<file path="src/inc/ca_decode_pkg.sv">
package ca_decode_pkg;
  // address field positions
  localparam int unsigned ADDR_W = 18;
  localparam int unsigned COL_W = 10;
  localparam int unsigned AP_BIT = 10;
  localparam int unsigned BC_BIT = 12;
  localparam int unsigned ROW_LOW_W = 14;
  localparam int unsigned BA_W = 2;
  localparam int unsigned BG_W = 2;
  localparam int unsigned MR_W = 4;
  // decoded command codes
  localparam logic [2:0] CMD_NONE = 3'h0;
  localparam logic [2:0] CMD_ACT = 3'h1;
  localparam logic [2:0] CMD_RD = 3'h2;
  localparam logic [2:0] CMD_WR = 3'h3;
  localparam logic [2:0] CMD_PRE = 3'h4;
  localparam logic [2:0] CMD_MRS = 3'h5;
  localparam logic [2:0] CMD_OTHER = 3'h6;
  // reset values
  localparam logic [ADDR_W-1:0] ADDR_RST = 18'h00000;
endpackage

</file>
<file path="src/logic/ca_pin_decode.sv">
`timescale 1ns/1ps
// Contract
// RL1 - activate takes row, read/write takes column
// RL2 - mode register set takes opcode from address
// RL3 - read/write address bit 10 selects auto-precharge
// RL4 - precharge bit 10 low one, high all
// RL5 - single precharge bank from group and bank
// RL6 - address bit 12 low requests burst chop
// RL7 - activate when act and select low
// RL8 - during activate command pins are rows 16-14
// RL9 - act high: command pins encode commands
// RL10 - bank inputs pick bank or register
// RL11 - group inputs pick group or register
// RL12 - sixteen-bit mode ignores upper group input
// RL13 - select high means deselect, inputs ignored
module ca_pin_decode (
  input wire logic mclk_i,
  input wire logic arst_n_i,
  input wire logic cs_n_i,
  input wire logic act_n_i,
  input wire logic ras_n_i,
  input wire logic cas_n_i,
  input wire logic we_n_i,
  input wire logic [17:0] addr_i,
  input wire logic [1:0] ba_i,
  input wire logic [1:0] bg_i,
  input wire logic x16_mode_i,
  output logic cmd_valid_o,
  output logic [2:0] cmd_o,
  output logic [17:0] row_o,
  output logic [9:0] col_o,
  output logic [17:0] opcode_o,
  output logic [1:0] bank_o,
  output logic [1:0] group_o,
  output logic [3:0] mr_sel_o,
  output logic auto_pre_o,
  output logic pre_all_o,
  output logic chop_o
);

  // ==========================================
  // pin synchronisers
  // pins are asynchronous to mclk; two stages before any decode
  // pins sampled as one word; controller holds them steady between edges
  localparam int unsigned SW = 28;
  // all ones reads as deselect, so nothing decodes straight out of reset
  localparam logic [SW-1:0] SYNC_IDLE = 28'hFFFFFFF;
  logic [SW-1:0] meta_reg;
  logic [SW-1:0] meta_next;
  logic [SW-1:0] sync_reg;
  logic [SW-1:0] sync_next;
  logic [SW-1:0] pins;

  assign pins = {
    x16_mode_i,
    cs_n_i,
    act_n_i,
    ras_n_i,
    cas_n_i,
    we_n_i,
    addr_i,
    ba_i,
    bg_i
  };

  always_comb begin
    meta_next = pins;
    sync_next = meta_reg;
  end

  always_ff @(posedge mclk_i or negedge arst_n_i) begin
    if (!arst_n_i) begin
      meta_reg <= SYNC_IDLE;
      sync_reg <= SYNC_IDLE;
    end else begin
      meta_reg <= meta_next;
      sync_reg <= sync_next;
    end
  end

  logic s_x16;
  logic s_cs_n;
  logic s_act_n;
  logic s_ras_n;
  logic s_cas_n;
  logic s_we_n;
  logic [17:0] s_addr;
  logic [1:0] s_ba;
  logic [1:0] s_bg;

  assign s_x16 = sync_reg[27];
  assign s_cs_n = sync_reg[26];
  assign s_act_n = sync_reg[25];
  assign s_ras_n = sync_reg[24];
  assign s_cas_n = sync_reg[23];
  assign s_we_n = sync_reg[22];
  assign s_addr = sync_reg[21:4];
  assign s_ba = sync_reg[3:2];
  assign s_bg = sync_reg[1:0];

  // ==========================================
  // command decode
  logic cmd_valid_reg, cmd_valid_next;
  logic [2:0] cmd_reg, cmd_next;
  logic [17:0] row_reg, row_next;
  logic [9:0] col_reg, col_next;
  logic [17:0] opcode_reg, opcode_next;
  logic [1:0] bank_reg, bank_next;
  logic [1:0] group_reg, group_next;
  logic [3:0] mr_sel_reg, mr_sel_next;
  logic auto_pre_reg, auto_pre_next;
  logic pre_all_reg, pre_all_next;
  logic chop_reg, chop_next;
  logic [1:0] eff_bg;

  always_comb begin
    // upper group input unused in the wide part
    eff_bg = s_x16 ? {1'b0, s_bg[0]} : s_bg; // RL12
    cmd_valid_next = 1'b0;
    cmd_next = ca_decode_pkg::CMD_NONE;
    // held fields keep their value until a command updates them
    row_next = row_reg;
    col_next = col_reg;
    opcode_next = opcode_reg;
    bank_next = bank_reg;
    group_next = group_reg;
    mr_sel_next = mr_sel_reg;
    auto_pre_next = 1'b0;
    pre_all_next = 1'b0;
    chop_next = 1'b0;
    if (s_cs_n) begin
      // deselect: held fields keep their value, strobe, command and flags clear
      cmd_valid_next = 1'b0; // RL13
    end else if (!s_act_n) begin
      cmd_valid_next = 1'b1;
      cmd_next = ca_decode_pkg::CMD_ACT; // RL7
      // high row bits ride on the command pins
      row_next = {s_addr[17], s_ras_n, s_cas_n, s_we_n, s_addr[13:0]}; // RL8 RL1
      group_next = eff_bg; // RL11
      bank_next = s_ba; // RL10
    end else begin
      cmd_valid_next = 1'b1;
      // act high: pins are command encodings
      case ({s_ras_n, s_cas_n, s_we_n}) // RL9
        3'b000: begin
          cmd_next = ca_decode_pkg::CMD_MRS;
          opcode_next = s_addr; // RL2
          mr_sel_next = {eff_bg, s_ba}; // RL10 RL11
        end

        3'b010: begin
          // all-bank close still reports bank and group
          cmd_next = ca_decode_pkg::CMD_PRE;
          pre_all_next = s_addr[ca_decode_pkg::AP_BIT]; // RL4
          bank_next = s_ba; // RL5
          group_next = eff_bg; // RL5
        end

        3'b101: begin
          cmd_next = ca_decode_pkg::CMD_RD;
          col_next = s_addr[9:0]; // RL1
          auto_pre_next = s_addr[ca_decode_pkg::AP_BIT]; // RL3
          chop_next = !s_addr[ca_decode_pkg::BC_BIT]; // RL6
          bank_next = s_ba; // RL10
          group_next = eff_bg; // RL11
        end

        3'b100: begin
          cmd_next = ca_decode_pkg::CMD_WR;
          col_next = s_addr[9:0]; // RL1
          auto_pre_next = s_addr[ca_decode_pkg::AP_BIT]; // RL3
          chop_next = !s_addr[ca_decode_pkg::BC_BIT]; // RL6
          bank_next = s_ba; // RL10
          group_next = eff_bg; // RL11
        end

        default: begin
          // remaining encodings raise the strobe and report CMD_OTHER
          cmd_next = ca_decode_pkg::CMD_OTHER;
        end
      endcase
    end
  end

  always_ff @(posedge mclk_i or negedge arst_n_i) begin
    if (!arst_n_i) begin
      cmd_valid_reg <= 1'b0;
      cmd_reg <= ca_decode_pkg::CMD_NONE;
      row_reg <= ca_decode_pkg::ADDR_RST;
      col_reg <= 10'h000;
      opcode_reg <= ca_decode_pkg::ADDR_RST;
      bank_reg <= 2'h0;
      group_reg <= 2'h0;
      mr_sel_reg <= 4'h0;
      auto_pre_reg <= 1'b0;
      pre_all_reg <= 1'b0;
      chop_reg <= 1'b0;
    end else begin
      cmd_valid_reg <= cmd_valid_next;
      cmd_reg <= cmd_next;
      row_reg <= row_next;
      col_reg <= col_next;
      opcode_reg <= opcode_next;
      bank_reg <= bank_next;
      group_reg <= group_next;
      mr_sel_reg <= mr_sel_next;
      auto_pre_reg <= auto_pre_next;
      pre_all_reg <= pre_all_next;
      chop_reg <= chop_next;
    end
  end

  // ==========================================
  // outputs, each straight from its register
  assign cmd_valid_o = cmd_valid_reg;
  assign cmd_o = cmd_reg;
  assign row_o = row_reg;
  assign col_o = col_reg;
  assign opcode_o = opcode_reg;
  assign bank_o = bank_reg;
  assign group_o = group_reg;
  assign mr_sel_o = mr_sel_reg;
  assign auto_pre_o = auto_pre_reg;
  assign pre_all_o = pre_all_reg;
  assign chop_o = chop_reg;

endmodule // ca_pin_decode

</file>
<file path="config.mk">
export PLATFORM = sky130hd
export DESIGN_NAME = ca_pin_decode
export DESIGN_NICKNAME = d
export VERILOG_FILES = /design/src/inc/ca_decode_pkg.sv /design/src/logic/ca_pin_decode.sv
export SDC_FILE = /design/constraint.sdc
export NUM_CORES = 1
export LEC_CHECK = 0
export ABC_AREA = 1
export BUFFER_PORTS_ARGS = -buffer_cell sky130_fd_sc_hd__buf_2
export CORE_ASPECT_RATIO = 0.7
export CORE_MARGIN = 2
export CORE_UTILIZATION = 55
export CTS_BUF_LIST = sky130_fd_sc_hd__clkbuf_2
export CTS_CLUSTER_SIZE = 20
export DETAILED_ROUTE_END_ITERATION = 16
export PLACE_DENSITY = 0.93
export SYNTH_ARGS = -nofsm -noshare
export SYNTH_HDL_FRONTEND = slang
export SYNTH_SLANG_ARGS = --single-unit
export TNS_END_PERCENT = 10
</file>
<file path="constraint.sdc">
create_clock -name mclk_i -period 2.3 [get_ports mclk_i]
set_input_delay 0.23 -clock mclk_i [delete_from_list [all_inputs] [get_ports mclk_i]]
set_output_delay 0.23 -clock mclk_i [all_outputs]
set_load 0.01 [all_outputs]
</file>
* Word-level counts from Yosys, hierarchy flattened *
Cells that the tools add are included.

storage, ports and cells
  register bits after elaboration = 117
  bits of input ports = 30
  output and inout bits = 61
  logic and storage cells = 45

cells by class
  eq/ne operators = 4
  muxes and demuxes = 18
  bitwise logic cells = 2
  reduce and logical (&&, ||, !) cells = 8

operators with widths
  operator              number
  $pmux W3 S4           1
  $mux W1               10
  $mux W2               5
  $eq A3 B3 Y1 const B  2
  $mux W3               2
  $reduce_and A3 Y1     2
  $reduce_and A2 Y1     2
  $eq A3 B2 Y1 const B  1
  $logic_not A3 Y1      1
  $reduce_or A3 Y1      1
  $ne A2 B2 Y1 const B  1
  $not A1 Y1            2
  $reduce_or A2 Y1      1
  $logic_not A1 Y1      1

* Depth between registers and ports, before layout *
Gate-level depths: netlist of run 1.

  depth after elaboration = 5
  depth in mapped cells = 6

* Least setup slack after synthesis of run 1 *
OpenSTA, ideal clock, no wires.

  path kind = register to register
  start point = register sync_reg[25]
  end point = register opcode_reg[10] (netlist: opcode_o[10])
  data arrival time = 1.111 ns
  setup slack = 1.070 ns
  stages on the path, launching flop included = 7
  path buffers = 1
  path through = dfstp_2 inv_2 nor2_4 nand3_4 buf_6 nand2_1 o21ai_2

between the ends
  longest elaborated chain between the ends = 1

RTL lines
  item                         line                  text
  start: declaration           ca_pin_decode.sv:50   logic [SW-1:0] sync_reg;
  start signal: assignment     ca_pin_decode.sv:77   sync_reg <= sync_next;
  $reduce_and A3 Y1 (no line)  -
  end signal: assignment       ca_pin_decode.sv:191  opcode_reg <= ca_decode_pkg::ADDR_RST;
  end signal: assignment       ca_pin_decode.sv:203  opcode_reg <= opcode_next;
  end: declaration             ca_pin_decode.sv:107  logic [17:0] opcode_reg, opcode_next;

Every way passes these cells.
A chain may end at the register's enable or synchronous reset.

* Worst setup path after layout of run 1 *
  start point = register sync_reg[25]
  end point = register mr_sel_reg[3] (netlist: mr_sel_o[3])

between the ends
  longest elaborated chain between the ends = 1

RTL lines
  item                         line                  text
  $reduce_and A3 Y1 (no line)  -
  end signal: assignment       ca_pin_decode.sv:206  mr_sel_reg <= mr_sel_next;
  end: declaration             ca_pin_decode.sv:110  logic [3:0] mr_sel_reg, mr_sel_next;

Every way passes these cells.

==> qor.json, run 1 <==
{
  "first_pass_iters": 4,
  "number_of_port_buffers": 90,
  "via_total_after_detailed_routing": 2392,
  "remaining_drc_errors": 0,
  "grt_overflow_total": 0,
  "worst-path-max-fanout": 44,
  "finalHoldViolations": 0,
  "outcome": "completed",
  "die_x_um": 103.8,
  "worst-setup-path-type": "flip-flop to flip-flop",
  "clock_tree.htree_level_count": 4,
  "final.setup.tns_ns": 0,
  "syn-instance-count": 284,
  "power.density_nw_per_um2": 879.5,
  "grt_antenna_before_repair": 0,
  "clkTransAtPathRegs_ns": 0.17,
  "period_needed_ns": 1.659,
  "die_area_um2": 7670,
  "grt_usage_pct": 19.66,
  "layout-area-overhead-vs-synth_pct": 27.30,
  "clkPwrFrac_pct": 29.8,
  "synthXorXnorAreaFrac_pct": 0,
  "routability_driven_placement_congestion_ratio": 0.7754,
  "period_share_pct": 72.13,
  "wire_length_of_the_first_global_routing_pass_um": 11000,
  "placement_rows": 25,
  "worst_hold_path_type": "input pin to async pin",
  "timing.critical_path.buf_inv": 1,
  "top_level_ports": 91,
  "total_power_w": 0.004295,
  "synth_seq_area_share_pct": 78.15,
  "clock_latency_ns": 0.60,
  "wirelength_um": 6740,
  "total_clock_buffers_created_by_cts": 17,
  "cap_violations": 0,
  "core_area_um2": 6756,
  "seqPwrFrac_pct": 56.4,
  "synth-compound-area-share_pct": 8.089,
  "yosys.area_share.adder_pct": 0,
  "yosys.area_share.simple_pct": 8.741,
  "worstSetupStartpointType": "flip-flop",
  "power_report.internal_total_w": 0.003163,
  "finish.net_count": 445,
  "dp_cells": 461,
  "layout-drive-gt1-share_pct": 46.26,
  "portion_of_synthesized_cell_area_occupied_by_the_leading_cell_type_pct": 39.79,
  "routedWlPerCell_um": 12.91,
  "sort_of_element_at_the_end_of_the_critical_path": "flip-flop",
  "pre_cts_slack_ns": 0.6521,
  "number_of_global_route_vias_before_repair": 2290,
  "syn_nets": 314,
  "timing_max_transition_violations_final": 0,
  "drt.antenna.violating_nets": 0,
  "synth_area_leader_cell": "dfrtp_1",
  "total_leakage_power_nw": 2.414,
  "synth_top_family_by_area": "simple AND/OR/NAND/NOR gates",
  "timing.critical_path.cells": "inv_2, nor2_4, nand3_4, nor2_1, a21oi_2",
  "grt_start_max_net_pins": 57,
  "synthesis.area_um2": 3836,
  "critical-path-top-delay-family": "simple AND/OR/NAND/NOR gates",
  "synth-warning-count": 0,
  "finalNonFillerCells": 522,
  "ys_ff_latch": 117,
  "cts.repair.resized": 0,
  "n_antenna_cell": 0,
  "fmax_mhz": 602.8,
  "cts_tree": "yes",
  "required_ns": 2.78,
  "drt_iter0_markers": 86,
  "slew_headroom_pct": 48.69,
  "switching_share_pct": 26.35,
  "hpwlAfterDp_um": 4433,
  "start_util_pct": 56.78,
  "timing_worst_slew_pin_value_ns": 0.7679,
  "setup_violations": 0,
  "clock-skew-final_ns": 0.02773,
  "switching_power_summed_over_all_nets_w": 0.001132,
  "grt_setup_unrepaired": "no",
  "cts_buffer_depth": 2,
  "worst_slack_ns": 0.6411,
  "die-height_um": 73.88,
  "timing.critical_path.arrival_ns": 2.14,
  "synth_area_leaders": "dfrtp_1, dfstp_2, nand2_1",
  "cell_with_the_largest_stage_delay_on_the_worst_path": "dfstp_2",
  "fin_hold_ws_ns": 0.1376,
  "synth.area.mux_share_pct": 0.2935,
  "ir_drop_mv": 0.4360,
  "synth_cell_type_count": 19,
  "via_density": 4.582,
  "power.share.combinational_pct": 13.8,
  "ctsRootBufferMaster": "clkbuf_2",
  "critPathMaxStageDelay_ns": 0.59,
  "syn_area_per_cell_um2": 13.51,
  "clkSinkCount": 117
}
[cell usage in the layout (no fill, tap or decap), drive strengths merged]
cell type / n
bufinv: 3
clkinvlp: 2
clkbuf: 19
dfstp: 56
clkinv: 8
o21ai: 31
nor2: 29
nor3: 2
mux2: 1
nand2: 43
buf: 92
dlygate4sd3: 29
inv: 28
a21oi: 19
nand3: 5
dfrtp: 61
[power groups by stage]
stage          Combinational (W)  Clock, W  Sequential, W
2_1_floorplan           0.000196         0        0.00253
3_3_place_gp            0.000537         0        0.00245
3_5_place_dp            0.000560         0        0.00246
4_1_cts                 0.000601   0.00133        0.00242
5_1_grt                 0.000660   0.00144        0.00245
6_report                0.000591   0.00128        0.00242
[stage by stage]
| stage | cell area, um^2 | util (%) |
|---|---|---|
| detailed placement | 4358 | 64.50 |
| finish | 4883 | 72.28 |
| CTS | 4883 | 72.28 |
| global placement | 4358 | 64.50 |
| floorplan | 3836 | - |
| global route | 4883 | 72.28 |
[cell type report]
type	instances	area (um^2)
tap	94	117.6
timing repair buffer	121	770.7
multi-input combinational	130	656.9
clock inverter	13	140.1
inverter	28	105.1
fill	459	1873
sequential	117	2998
clock buffer	19	95.09
[synth_stat cells]
cell type / number
o21ai_2: 15
dfstp_2: 56
inv_2: 1
inv_1: 27
buf_2: 4
nor2_1: 27
nor3_1: 2
nand2_1: 42
a21oi_2: 1
o21ai_0: 8
nand2_2: 1
nor2_4: 2
a21oi_1: 18
nand3_4: 1
dfrtp_1: 61
mux2_2: 1
buf_6: 5
o21ai_1: 8
nand3_1: 4
[timing repair]
| action | CTS | global route |
|---|---|---|
| hold endpoints to repair | 80 | 0 |
| hold buffers | 29 | 0 |
| setup endpoints to repair | 0 | 0 |
| buffers inserted | 0 | 0 |
[cells by family after synthesis]
logic type,count (synthesis)
flip-flops,117
buffers and inverters,37
multiplexers,1
AND/OR/NAND/NOR,79
AO/OA/AOI/OAI,50
[metal layers]
| metal | vias to the layer above | routed length, um | track usage (%) |
|---|---|---|---|
| li1 | 1164 | - | - |
| met1 | 1130 | 2941 | 23.60 |
| met2 | 87 | 3275 | 31.29 |
| met3 | 11 | 426 | 7.986 |
| met4 | 0 | 97 | 10.36 |
| met5 | - | 0 | 0 |
[final timing paths]
kind	cells past startpoint	slack (ns)	end	startpoint
setup / recovery	5	0.64	mr_sel_o[3]$_DFFE_PN0P_	sync_reg[25]$_DFF_PN1_
hold / removal	2	0.14	col_o[5]$_DFFE_PN0P_	arst_n_i
setup reg to reg	5	0.64	mr_sel_o[3]$_DFFE_PN0P_	sync_reg[25]$_DFF_PN1_
hold reg to reg	0	0.35	sync_reg[9]$_DFF_PN1_	meta_reg[9]$_DFF_PN1_
max in group asynchronous	3	1.41	sync_reg[21]$_DFF_PN1_	arst_n_i
min in group mclk_i	2	0.25	meta_reg[10]$_DFF_PN1_	addr_i[6]
(Power assumes the default switching activity.)
==> inputs of run 2 (changes only) <==
--- a/config.mk
+++ b/config.mk
@@ -9,11 +9,11 @@
 export BUFFER_PORTS_ARGS = -buffer_cell sky130_fd_sc_hd__buf_2
 export CORE_ASPECT_RATIO = 0.7
 export CORE_MARGIN = 2
-export CORE_UTILIZATION = 55
+export CORE_UTILIZATION = 49
 export CTS_BUF_LIST = sky130_fd_sc_hd__clkbuf_2
 export CTS_CLUSTER_SIZE = 20
 export DETAILED_ROUTE_END_ITERATION = 16
-export PLACE_DENSITY = 0.93
+export PLACE_DENSITY = 0.88
 export SYNTH_ARGS = -nofsm -noshare
 export SYNTH_HDL_FRONTEND = slang
 export SYNTH_SLANG_ARGS = --single-unit
==> constraint.sdc (replaced) <==
create_clock -name mclk_i -period 1.4 [get_ports mclk_i]
set_input_delay 0.14 -clock mclk_i [delete_from_list [all_inputs] [get_ports mclk_i]]
set_output_delay 0.14 -clock mclk_i [all_outputs]
set_load 0.01 [all_outputs]
==> run 2 against run 1 <==
The run now ends with setup timing left. Sequential share of layout area decreased by 2.3 points. Global-route usage fell by 0.97 points. Routed wire length grew 11%. Core utilization shrank 4.1 points. Critical path type unchanged. Largest cell class unchanged. Highest routed layer unchanged.
==> qor.json, run 2 (synthesis results as in run 1) <==
{
  "period_share": {"value": 103.2, "unit": "%", "change": "+31 points"},
  "required": {"value": 1.93, "unit": "ns", "change": "-0.85 ns"},
  "number_of_global_route_vias_before_repair": {"value": 2457, "change": "+7.3%"},
  "first_pass_iters": {"value": 4, "change": "unchanged"},
  "commonest_non_fill_non_tap_cells_in_the_layout": "buf_2, dfrtp_1, dfstp_2",
  "ff_latch_area": {"value": 2998, "unit": "um^2", "change": "unchanged"},
  "post_cts_buffers": {"value": 0, "change": "unchanged"},
  "total_power": {"value": 0.007411, "unit": "W", "change": "+73%"},
  "layout-area-overhead-vs-synth_pct": 32.35,
  "grt_usage": {"value": 18.69, "unit": "%", "change": "-0.97 points"},
  "grt_setup_unrepaired": "yes",
  "start_util": {"value": 51.49, "unit": "%", "change": "-5.3 points"},
  "failing_checks": "setup timing",
  "period_needed": {"value": 1.444, "unit": "ns", "change": "-0.2146 ns"},
  "remaining_drc_errors": {"value": 0, "change": "unchanged"},
  "routability_driven_placement_congestion_ratio": {"value": 0.8260, "change": "+6.5%"},
  "clkTransAtPathRegs": {"value": 0.16, "unit": "ns", "change": "about the same"},
  "worstRegToRegCells": {"value": 2, "change": "-3"},
  "placement_rows": {"value": 26, "change": "+4.0%"},
  "power.density": {"value": 1460, "unit": "nW/um^2", "change": "+66%"},
  "routedWlPerCell": {"value": 14.08, "unit": "um", "change": "+9.0%"},
  "clock_latency": {"value": 0.62, "unit": "ns", "change": "+0.02 ns"},
  "drt.antenna.violating_nets": {"value": 0, "change": "unchanged"},
  "ir_drop": {"value": 0.9475, "unit": "mV", "change": "+120%"},
  "setup_violations": {"value": 22, "change": "+22"},
  "multi_input_comb_area": {"value": 693.2, "unit": "um^2", "change": "+5.5%"},
  "clock_tree.htree_level_count": {"value": 4, "change": "unchanged"},
  "core_area": {"value": 7450, "unit": "um^2", "change": "+10%"},
  "worst_hold_path_type": "input pin to async pin",
  "fill_cell_instance_count_of_the_final_layout": {"value": 540, "change": "+18%"},
  "wirelength": {"value": 7476, "unit": "um", "change": "+11%"},
  "top_level_ports": {"value": 91, "change": "unchanged"},
  "drt_iter0_markers": {"value": 89, "change": "+3.5%"},
  "grt_start_max_net_pins": {"value": 54, "change": "-5.3%"},
  "timing.critical_path.arrival": {"value": 1.97, "unit": "ns", "change": "-0.17 ns"},
  "number_of_port_buffers": {"value": 90, "change": "unchanged"},
  "timing_max_transition_violations_final": {"value": 0, "change": "unchanged"},
  "mostFrequentLayoutCell": "buf_2",
  "worst-path-max-fanout": {"value": 35, "change": "-20%"},
  "ctsRootBufferMaster": "clkbuf_2",
  "grt_overflow_total": {"value": 0, "change": "unchanged"},
  "wire_length_of_the_first_global_routing_pass": {"value": 11700, "unit": "um", "change": "+6.4%"},
  "worstSetupStartpointType": "flip-flop",
  "timing_worst_slew_pin_value": {"value": 0.7429, "unit": "ns", "change": "-0.02504 ns"},
  "cap_violations": {"value": 0, "change": "unchanged"},
  "clock-skew-final": {"value": 0.01846, "unit": "ns", "change": "-0.009268 ns"},
  "clkSinkCount": {"value": 117, "change": "unchanged"},
  "via_density": {"value": 4.612, "change": "+0.65%"},
  "cts_buffer_depth": {"value": 2, "change": "unchanged"},
  "grt_antenna_before_repair": {"value": 0, "change": "unchanged"},
  "die-height": {"value": 78.03, "unit": "um", "change": "+5.6%"},
  "cts_tree": "yes",
  "via_total_after_detailed_routing": {"value": 2449, "change": "+2.4%"},
  "outcome": "finished, violations left",
  "worst-setup-path-type": "flip-flop to flip-flop",
  "die_area": {"value": 8564, "unit": "um^2", "change": "+12%"},
  "total_clock_buffers_created_by_cts": {"value": 17, "change": "unchanged"},
  "total_leakage_power": {"value": 2.495, "unit": "nW", "change": "+3.4%"},
  "finish.net_count": {"value": 450, "change": "+1.1%"},
  "die_x": {"value": 109.8, "unit": "um", "change": "+5.7%"},
  "fmax": {"value": 692.3, "unit": "MHz", "change": "+15%"},
  "sort_of_element_at_the_end_of_the_critical_path": "flip-flop",
  "reg2reg_setup_slack": {"value": -0.04, "unit": "ns", "change": "-0.69 ns"},
  "finish.utilization": {"value": 68.16, "unit": "%", "change": "-4.1 points"},
  "slew_headroom": {"value": 50.36, "unit": "%", "change": "+1.7 points"},
  "layout-drive-gt1-share": {"value": 48.73, "unit": "%", "change": "+2.5 points"},
  "hpwlAfterDp": {"value": 4817, "unit": "um", "change": "+8.7%"},
  "worst_slack": {"value": -0.04438, "unit": "ns", "change": "-0.6854 ns"},
  "n_antenna_cell": {"value": 0, "change": "unchanged"},
  "finalHoldViolations": {"value": 0, "change": "unchanged"}
}
## run 2: final timing paths
| kind | startpoint | to |
|---|---|---|
| max | sync_reg[26]$_DFF_PN1_ | row_o[14]$_DFFE_PN0P_ |
| min | arst_n_i | meta_reg[22]$_DFF_PN1_ |
| max reg2reg | sync_reg[26]$_DFF_PN1_ | row_o[14]$_DFFE_PN0P_ |
| min reg2reg | meta_reg[8]$_DFF_PN1_ | sync_reg[8]$_DFF_PN1_ |
| max in group asynchronous | arst_n_i | cmd_o[1]$_DFF_PN0_ |
| min in group mclk_i | addr_i[2] | meta_reg[6]$_DFF_PN1_ |
## run 2: power breakdown
group          internal [W]  switching (W)
registers           0.00380       0.000189
logic              0.000473       0.000567
clock network       0.00117        0.00122
## run 2: critical path, cell delays in order (launching register included)
cell	delay, ns
dfstp_2	0.41
nor2_4	0.59
mux2_4	0.36
## run 2: metrics by stage
step	setup WS, ns	hold slack, ns	setup TNS, ns	cells	cell area (um^2)
after floorplan	0.1700	-0.1556	0	284	3836
after global placement	-0.05681	0.03285	-0.05681	468	4410
after detailed placement	-0.06790	0.03498	-0.4178	468	4410
after CTS	-0.06898	0.07186	-0.5848	530	5002
after global routing	-0.1382	0.04743	-5.007	531	5077
final	-0.04438	0.1418	-0.4198	531	5077
## run 2: metal layers
layer / GRT usage, % / part of all wire (%)
met1: 23.58 / 42
met2: 29.38 / 50
met3: 8.140 / 7.1
met4: 5.696 / 0.96
met5: 0 / 0
## run 2: cell type report
type | count | area share [%]
Clock inverter | 14 | 3.622
Tap cell | 98 | 2.415
Inverter | 28 | 2.070
Sequential cell | 117 | 59.04
Multi-Input combinational cell | 130 | 13.65
Timing Repair Buffer | 126 | 17.42
Clock buffer | 18 | 1.774
## run 2: what timing repair did
item	CTS	global route
hold buffers	30	0
endpoints found under the hold margin	145	0
pin swaps	1	1
setup endpoints to repair	22	108
gates resized for setup	4	12
cloned	0	1
==> inputs of run 3 (changes only) <==
--- a/config.mk
+++ b/config.mk
@@ -5,15 +5,15 @@
 export SDC_FILE = /design/constraint.sdc
 export NUM_CORES = 1
 export LEC_CHECK = 0
-export ABC_AREA = 1
 export BUFFER_PORTS_ARGS = -buffer_cell sky130_fd_sc_hd__buf_2
 export CORE_ASPECT_RATIO = 0.7
 export CORE_MARGIN = 2
-export CORE_UTILIZATION = 49
+export CORE_UTILIZATION = 45
 export CTS_BUF_LIST = sky130_fd_sc_hd__clkbuf_2
 export CTS_CLUSTER_SIZE = 20
 export DETAILED_ROUTE_END_ITERATION = 16
-export PLACE_DENSITY = 0.88
+export GPL_TIMING_DRIVEN = 0
+export PLACE_DENSITY = 0.83
 export SYNTH_ARGS = -nofsm -noshare
 export SYNTH_HDL_FRONTEND = slang
 export SYNTH_SLANG_ARGS = --single-unit
==> run 3 against run 2 <==
The flow still finishes with violations (setup timing). Via count decreased by 14%. Non-clock buffer count increased by 6. Flip-flop and latch count unchanged. Clock-buffer cell count increased by 2. Register-to-register slack got worse by 0.18 ns. First-iteration DRC count decreased by 46%. Routed wire length decreased by 4.3%. Power increased by 5.2%. Synthesized area decreased by 1.6%.
==> qor.json, run 3 <==
{
  "synth-warning-count": {"value": 0, "change": "unchanged"},
  "core_area": {"value": 8006, "unit": "um^2", "change": "+7.5%"},
  "syn_nets": {"value": 223, "change": "-29%"},
  "routability_driven_placement_congestion_ratio": {"value": 0.7758, "change": "-6.1%"},
  "worst-setup-path-type": "flip-flop to flip-flop",
  "start_util": {"value": 47.13, "unit": "%", "change": "-4.4 points"},
  "wirelength": {"value": 7152, "unit": "um", "change": "-4.3%"},
  "ys_ff_latch": {"value": 117, "change": "unchanged"},
  "cts_buffer_depth": {"value": 2, "change": "unchanged"},
  "portion_of_synthesized_cell_area_occupied_by_the_leading_cell_type": {"value": 40.45, "unit": "%", "change": "+0.66 points"},
  "synth_area_leaders": "dfrtp_1, dfstp_2, mux2_2",
  "synthesis.area": {"value": 3774, "unit": "um^2", "change": "-1.6%"},
  "timing.critical_path.buf_inv": {"value": 0, "change": "unchanged"},
  "layout-drive-gt1-share": {"value": 70.54, "unit": "%", "change": "+22 points"},
  "critPathMaxStageDelay": {"value": 0.55, "unit": "ns", "change": "-0.04 ns"},
  "synth_cell_type_count": {"value": 20, "change": "+1"},
  "ir_drop": {"value": 1.074, "unit": "mV", "change": "+13%"},
  "grt_setup_unrepaired": "yes",
  "synth.area.mux_share": {"value": 16.11, "unit": "%", "change": "+16 points"},
  "leading_cell_type_by_number_of_instances_after_synthesis": "dfrtp_1",
  "timing.critical_path.cells": "or3b_4, a31oi_4, mux2_4",
  "routedWlPerCell": {"value": 15.75, "unit": "um", "change": "+12%"},
  "synth_edf_count": {"value": 0, "change": "unchanged"},
  "number_of_port_buffers": {"value": 90, "change": "unchanged"},
  "n_antenna_cell": {"value": 0, "change": "unchanged"},
  "mostFrequentLayoutCell": "buf_2",
  "top_level_ports": {"value": 91, "change": "unchanged"},
  "period_needed": {"value": 1.629, "unit": "ns", "change": "+0.1848 ns"},
  "yosys.area_share.adder": {"value": 0, "unit": "%", "change": "unchanged"},
  "clock_tree.htree_level_count": {"value": 4, "change": "unchanged"},
  "grt_start_max_net_pins": {"value": 61, "change": "+13%"},
  "timing.critical_path.arrival": {"value": 2.13, "unit": "ns", "change": "+0.16 ns"},
  "fill_cell_instance_count_of_the_final_layout": {"value": 546, "change": "+1.1%"},
  "via_total_after_detailed_routing": {"value": 2116, "change": "-14%"},
  "failing_checks": "setup timing",
  "clkTransAtPathRegs": {"value": 0.17, "unit": "ns", "change": "about the same"},
  "grt_overflow_total": {"value": 0, "change": "unchanged"},
  "outcome": "finished, violations left",
  "synth_top_family_by_area": "multiplexers",
  "synth-compound-area-share": {"value": 0.7626, "unit": "%", "change": "-7.3 points"},
  "grt_antenna_before_repair": {"value": 0, "change": "unchanged"},
  "synth-main-ff-cell": "dfrtp_1",
  "sort_of_element_at_the_end_of_the_critical_path": "flip-flop",
  "drt.antenna.violating_nets": {"value": 0, "change": "unchanged"},
  "multi_input_comb_area": {"value": 914.6, "unit": "um^2", "change": "+32%"},
  "synth_area_leader_cell": "dfrtp_1",
  "setup_violations": {"value": 45, "change": "+100%"},
  "synth_common_cells": "dfrtp_1, dfstp_2, mux2_2",
  "dp_cells": {"value": 385, "change": "-18%"},
  "remaining_drc_errors": {"value": 0, "change": "unchanged"},
  "finalHoldViolations": {"value": 0, "change": "unchanged"},
  "yosys.area_share.simple": {"value": 2.653, "unit": "%", "change": "-6.1 points"},
  "timing_worst_slew_pin_value": {"value": 0.7246, "unit": "ns", "change": "-0.01827 ns"},
  "worst_hold_path_type": "input pin to async pin",
  "layout-area-overhead-vs-synth_pct": 39.62,
  "via_density": {"value": 4.661, "change": "+1.1%"},
  "synth_seq_area_share": {"value": 79.44, "unit": "%", "change": "+1.3 points"},
  "cts_tree": "yes",
  "finish.utilization": {"value": 65.81, "unit": "%", "change": "-2.3 points"},
  "commonest_non_fill_non_tap_cells_in_the_layout": "buf_2, dfrtp_1, dfstp_2",
  "finish.net_count": {"value": 370, "change": "-18%"},
  "total_clock_buffers_created_by_cts": {"value": 17, "change": "unchanged"},
  "total_leakage_power": {"value": 2.483, "unit": "nW", "change": "-0.48%"},
  "postSynth.asyncResetShare": {"value": 100.0, "unit": "%", "change": "unchanged"},
  "slew_headroom": {"value": 51.69, "unit": "%", "change": "+1.3 points"},
  "first_pass_iters": {"value": 4, "change": "unchanged"},
  "drt_iter0_markers": {"value": 48, "change": "-46%"},
  "worst-path-max-fanout": {"value": 4, "change": "-89%"},
  "timing_max_transition_violations_final": {"value": 0, "change": "unchanged"},
  "die_area": {"value": 9146, "unit": "um^2", "change": "+6.8%"},
  "cap_violations": {"value": 0, "change": "unchanged"},
  "ff_latch_area": {"value": 2998, "unit": "um^2", "change": "unchanged"},
  "clock_latency": {"value": 0.63, "unit": "ns", "change": "about the same"},
  "period_share": {"value": 116.4, "unit": "%", "change": "+13 points"},
  "die_x": {"value": 113.5, "unit": "um", "change": "+3.4%"},
  "required": {"value": 1.90, "unit": "ns", "change": "-0.03 ns"},
  "syn-instance-count": {"value": 193, "change": "-32%"},
  "critical-path-top-delay-family": "flip-flops",
  "worstSetupStartpointType": "flip-flop",
  "placement_rows": {"value": 27, "change": "+3.8%"},
  "finalNonFillerCells": {"value": 454, "change": "-15%"},
  "worst_slack": {"value": -0.2292, "unit": "ns", "change": "-0.1848 ns"},
  "grt_usage": {"value": 17.72, "unit": "%", "change": "-0.97 points"},
  "cell_with_the_largest_stage_delay_on_the_worst_path": "dfstp_2",
  "syn_area_per_cell": {"value": 19.55, "unit": "um^2", "change": "+45%"},
  "power.density": {"value": 1480, "unit": "nW/um^2", "change": "+1.4%"},
  "fmax": {"value": 613.8, "unit": "MHz", "change": "-11%"},
  "clkSinkCount": {"value": 117, "change": "unchanged"},
  "clock-skew-final": {"value": 0.02988, "unit": "ns", "change": "+0.01142 ns"},
  "ctsRootBufferMaster": "clkbuf_2",
  "die-height": {"value": 80.62, "unit": "um", "change": "+3.3%"},
  "number_of_global_route_vias_before_repair": {"value": 2301, "change": "-6.3%"},
  "hpwlAfterDp": {"value": 4290, "unit": "um", "change": "-11%"},
  "synthXorXnorAreaFrac": {"value": 0, "unit": "%", "change": "unchanged"},
  "wire_length_of_the_first_global_routing_pass": {"value": 11810, "unit": "um", "change": "+0.94%"}
}
-- run 3: cell families after synthesis --
logic type             count (synthesis)
multiplexers                          54
AND/OR/NAND/NOR                       15
AO/OA/AOI/OAI                          2
buffers and inverters                  5
flip-flops                           117
-- run 3: path summary, 6_finish.rpt --
kind | endpoint | slack, ns | from | cells after the start
worst max-delay path | group_o[1]$_DFFE_PN0P_ | -0.23 | sync_reg[23]$_DFF_PN1_ | 3
worst min-delay path | row_o[4]$_DFFE_PN0P_ | 0.09 | arst_n_i | 2
worst max register to register | group_o[1]$_DFFE_PN0P_ | -0.23 | sync_reg[23]$_DFF_PN1_ | 3
worst min register to register | sync_reg[15]$_DFF_PN1_ | 0.35 | meta_reg[15]$_DFF_PN1_ | 0
max in group asynchronous | meta_reg[23]$_DFF_PN1_ | 0.52 | arst_n_i | 3
min in group mclk_i | meta_reg[7]$_DFF_PN1_ | 0.14 | addr_i[3] | 2
-- run 3: layout make-up --
cell class              instances  area share, %
multi-input cells              71          17.36
well taps                     101          2.398
repair buffers                128          16.46
plain buffers                   4          1.425
inverters                       1        0.07124
clock inverters                12          3.491
clock buffers                  20          1.900
flip-flops and latches        117          56.90
-- run 3: report_power, final --
part,switching [W],total [W],leakage (nW),internal (W)
Clock,0.00117,0.00252,0.170,0.00135
Sequential,0.000221,0.00406,1.33,0.00384
Combinational,0.000497,0.00122,0.982,0.000724
Total,0.00189,0.00780,2.48,0.00591
-- run 3: metal layers --
metal | share of wire [%] | GRT usage [%] | vias to the layer above | wire, um
li1 | - | - | 963 | -
met1 | 45 | 23.24 | 1085 | 3232
met2 | 48 | 27.07 | 58 | 3432
met3 | 5.5 | 5.962 | 10 | 396
met4 | 1.3 | 7.927 | 0 | 90
met5 | 0 | 0 | - | 0
-- run 3: through the flow --
step	power, W	setup WS [ns]	setup TNS, ns	hold slack, ns	cell area (um^2)
floorplan	0.004539	-0.2137	-6.204	-0.1556	3777
global placement	0.005005	-1.019	-101.34	0.2451	4354
detailed placement	0.005066	-0.4090	-15.52	0.2462	4384
CTS	0.007855	-0.2746	-6.306	0.04981	5244
global route	0.008178	-0.2815	-9.339	0.06768	5269
finish	0.007797	-0.2292	-5.952	0.08853	5269
-- run 3: what timing repair did --
item | CTS | global route
setup buffers | 7 | 0
pin swaps | 3 | 1
endpoints found under the hold margin | 90 | 0
gates resized for setup | 59 | 4
setup endpoints to repair | 53 | 79
hold buffers | 29 | 0
gates cloned | 1 | 0
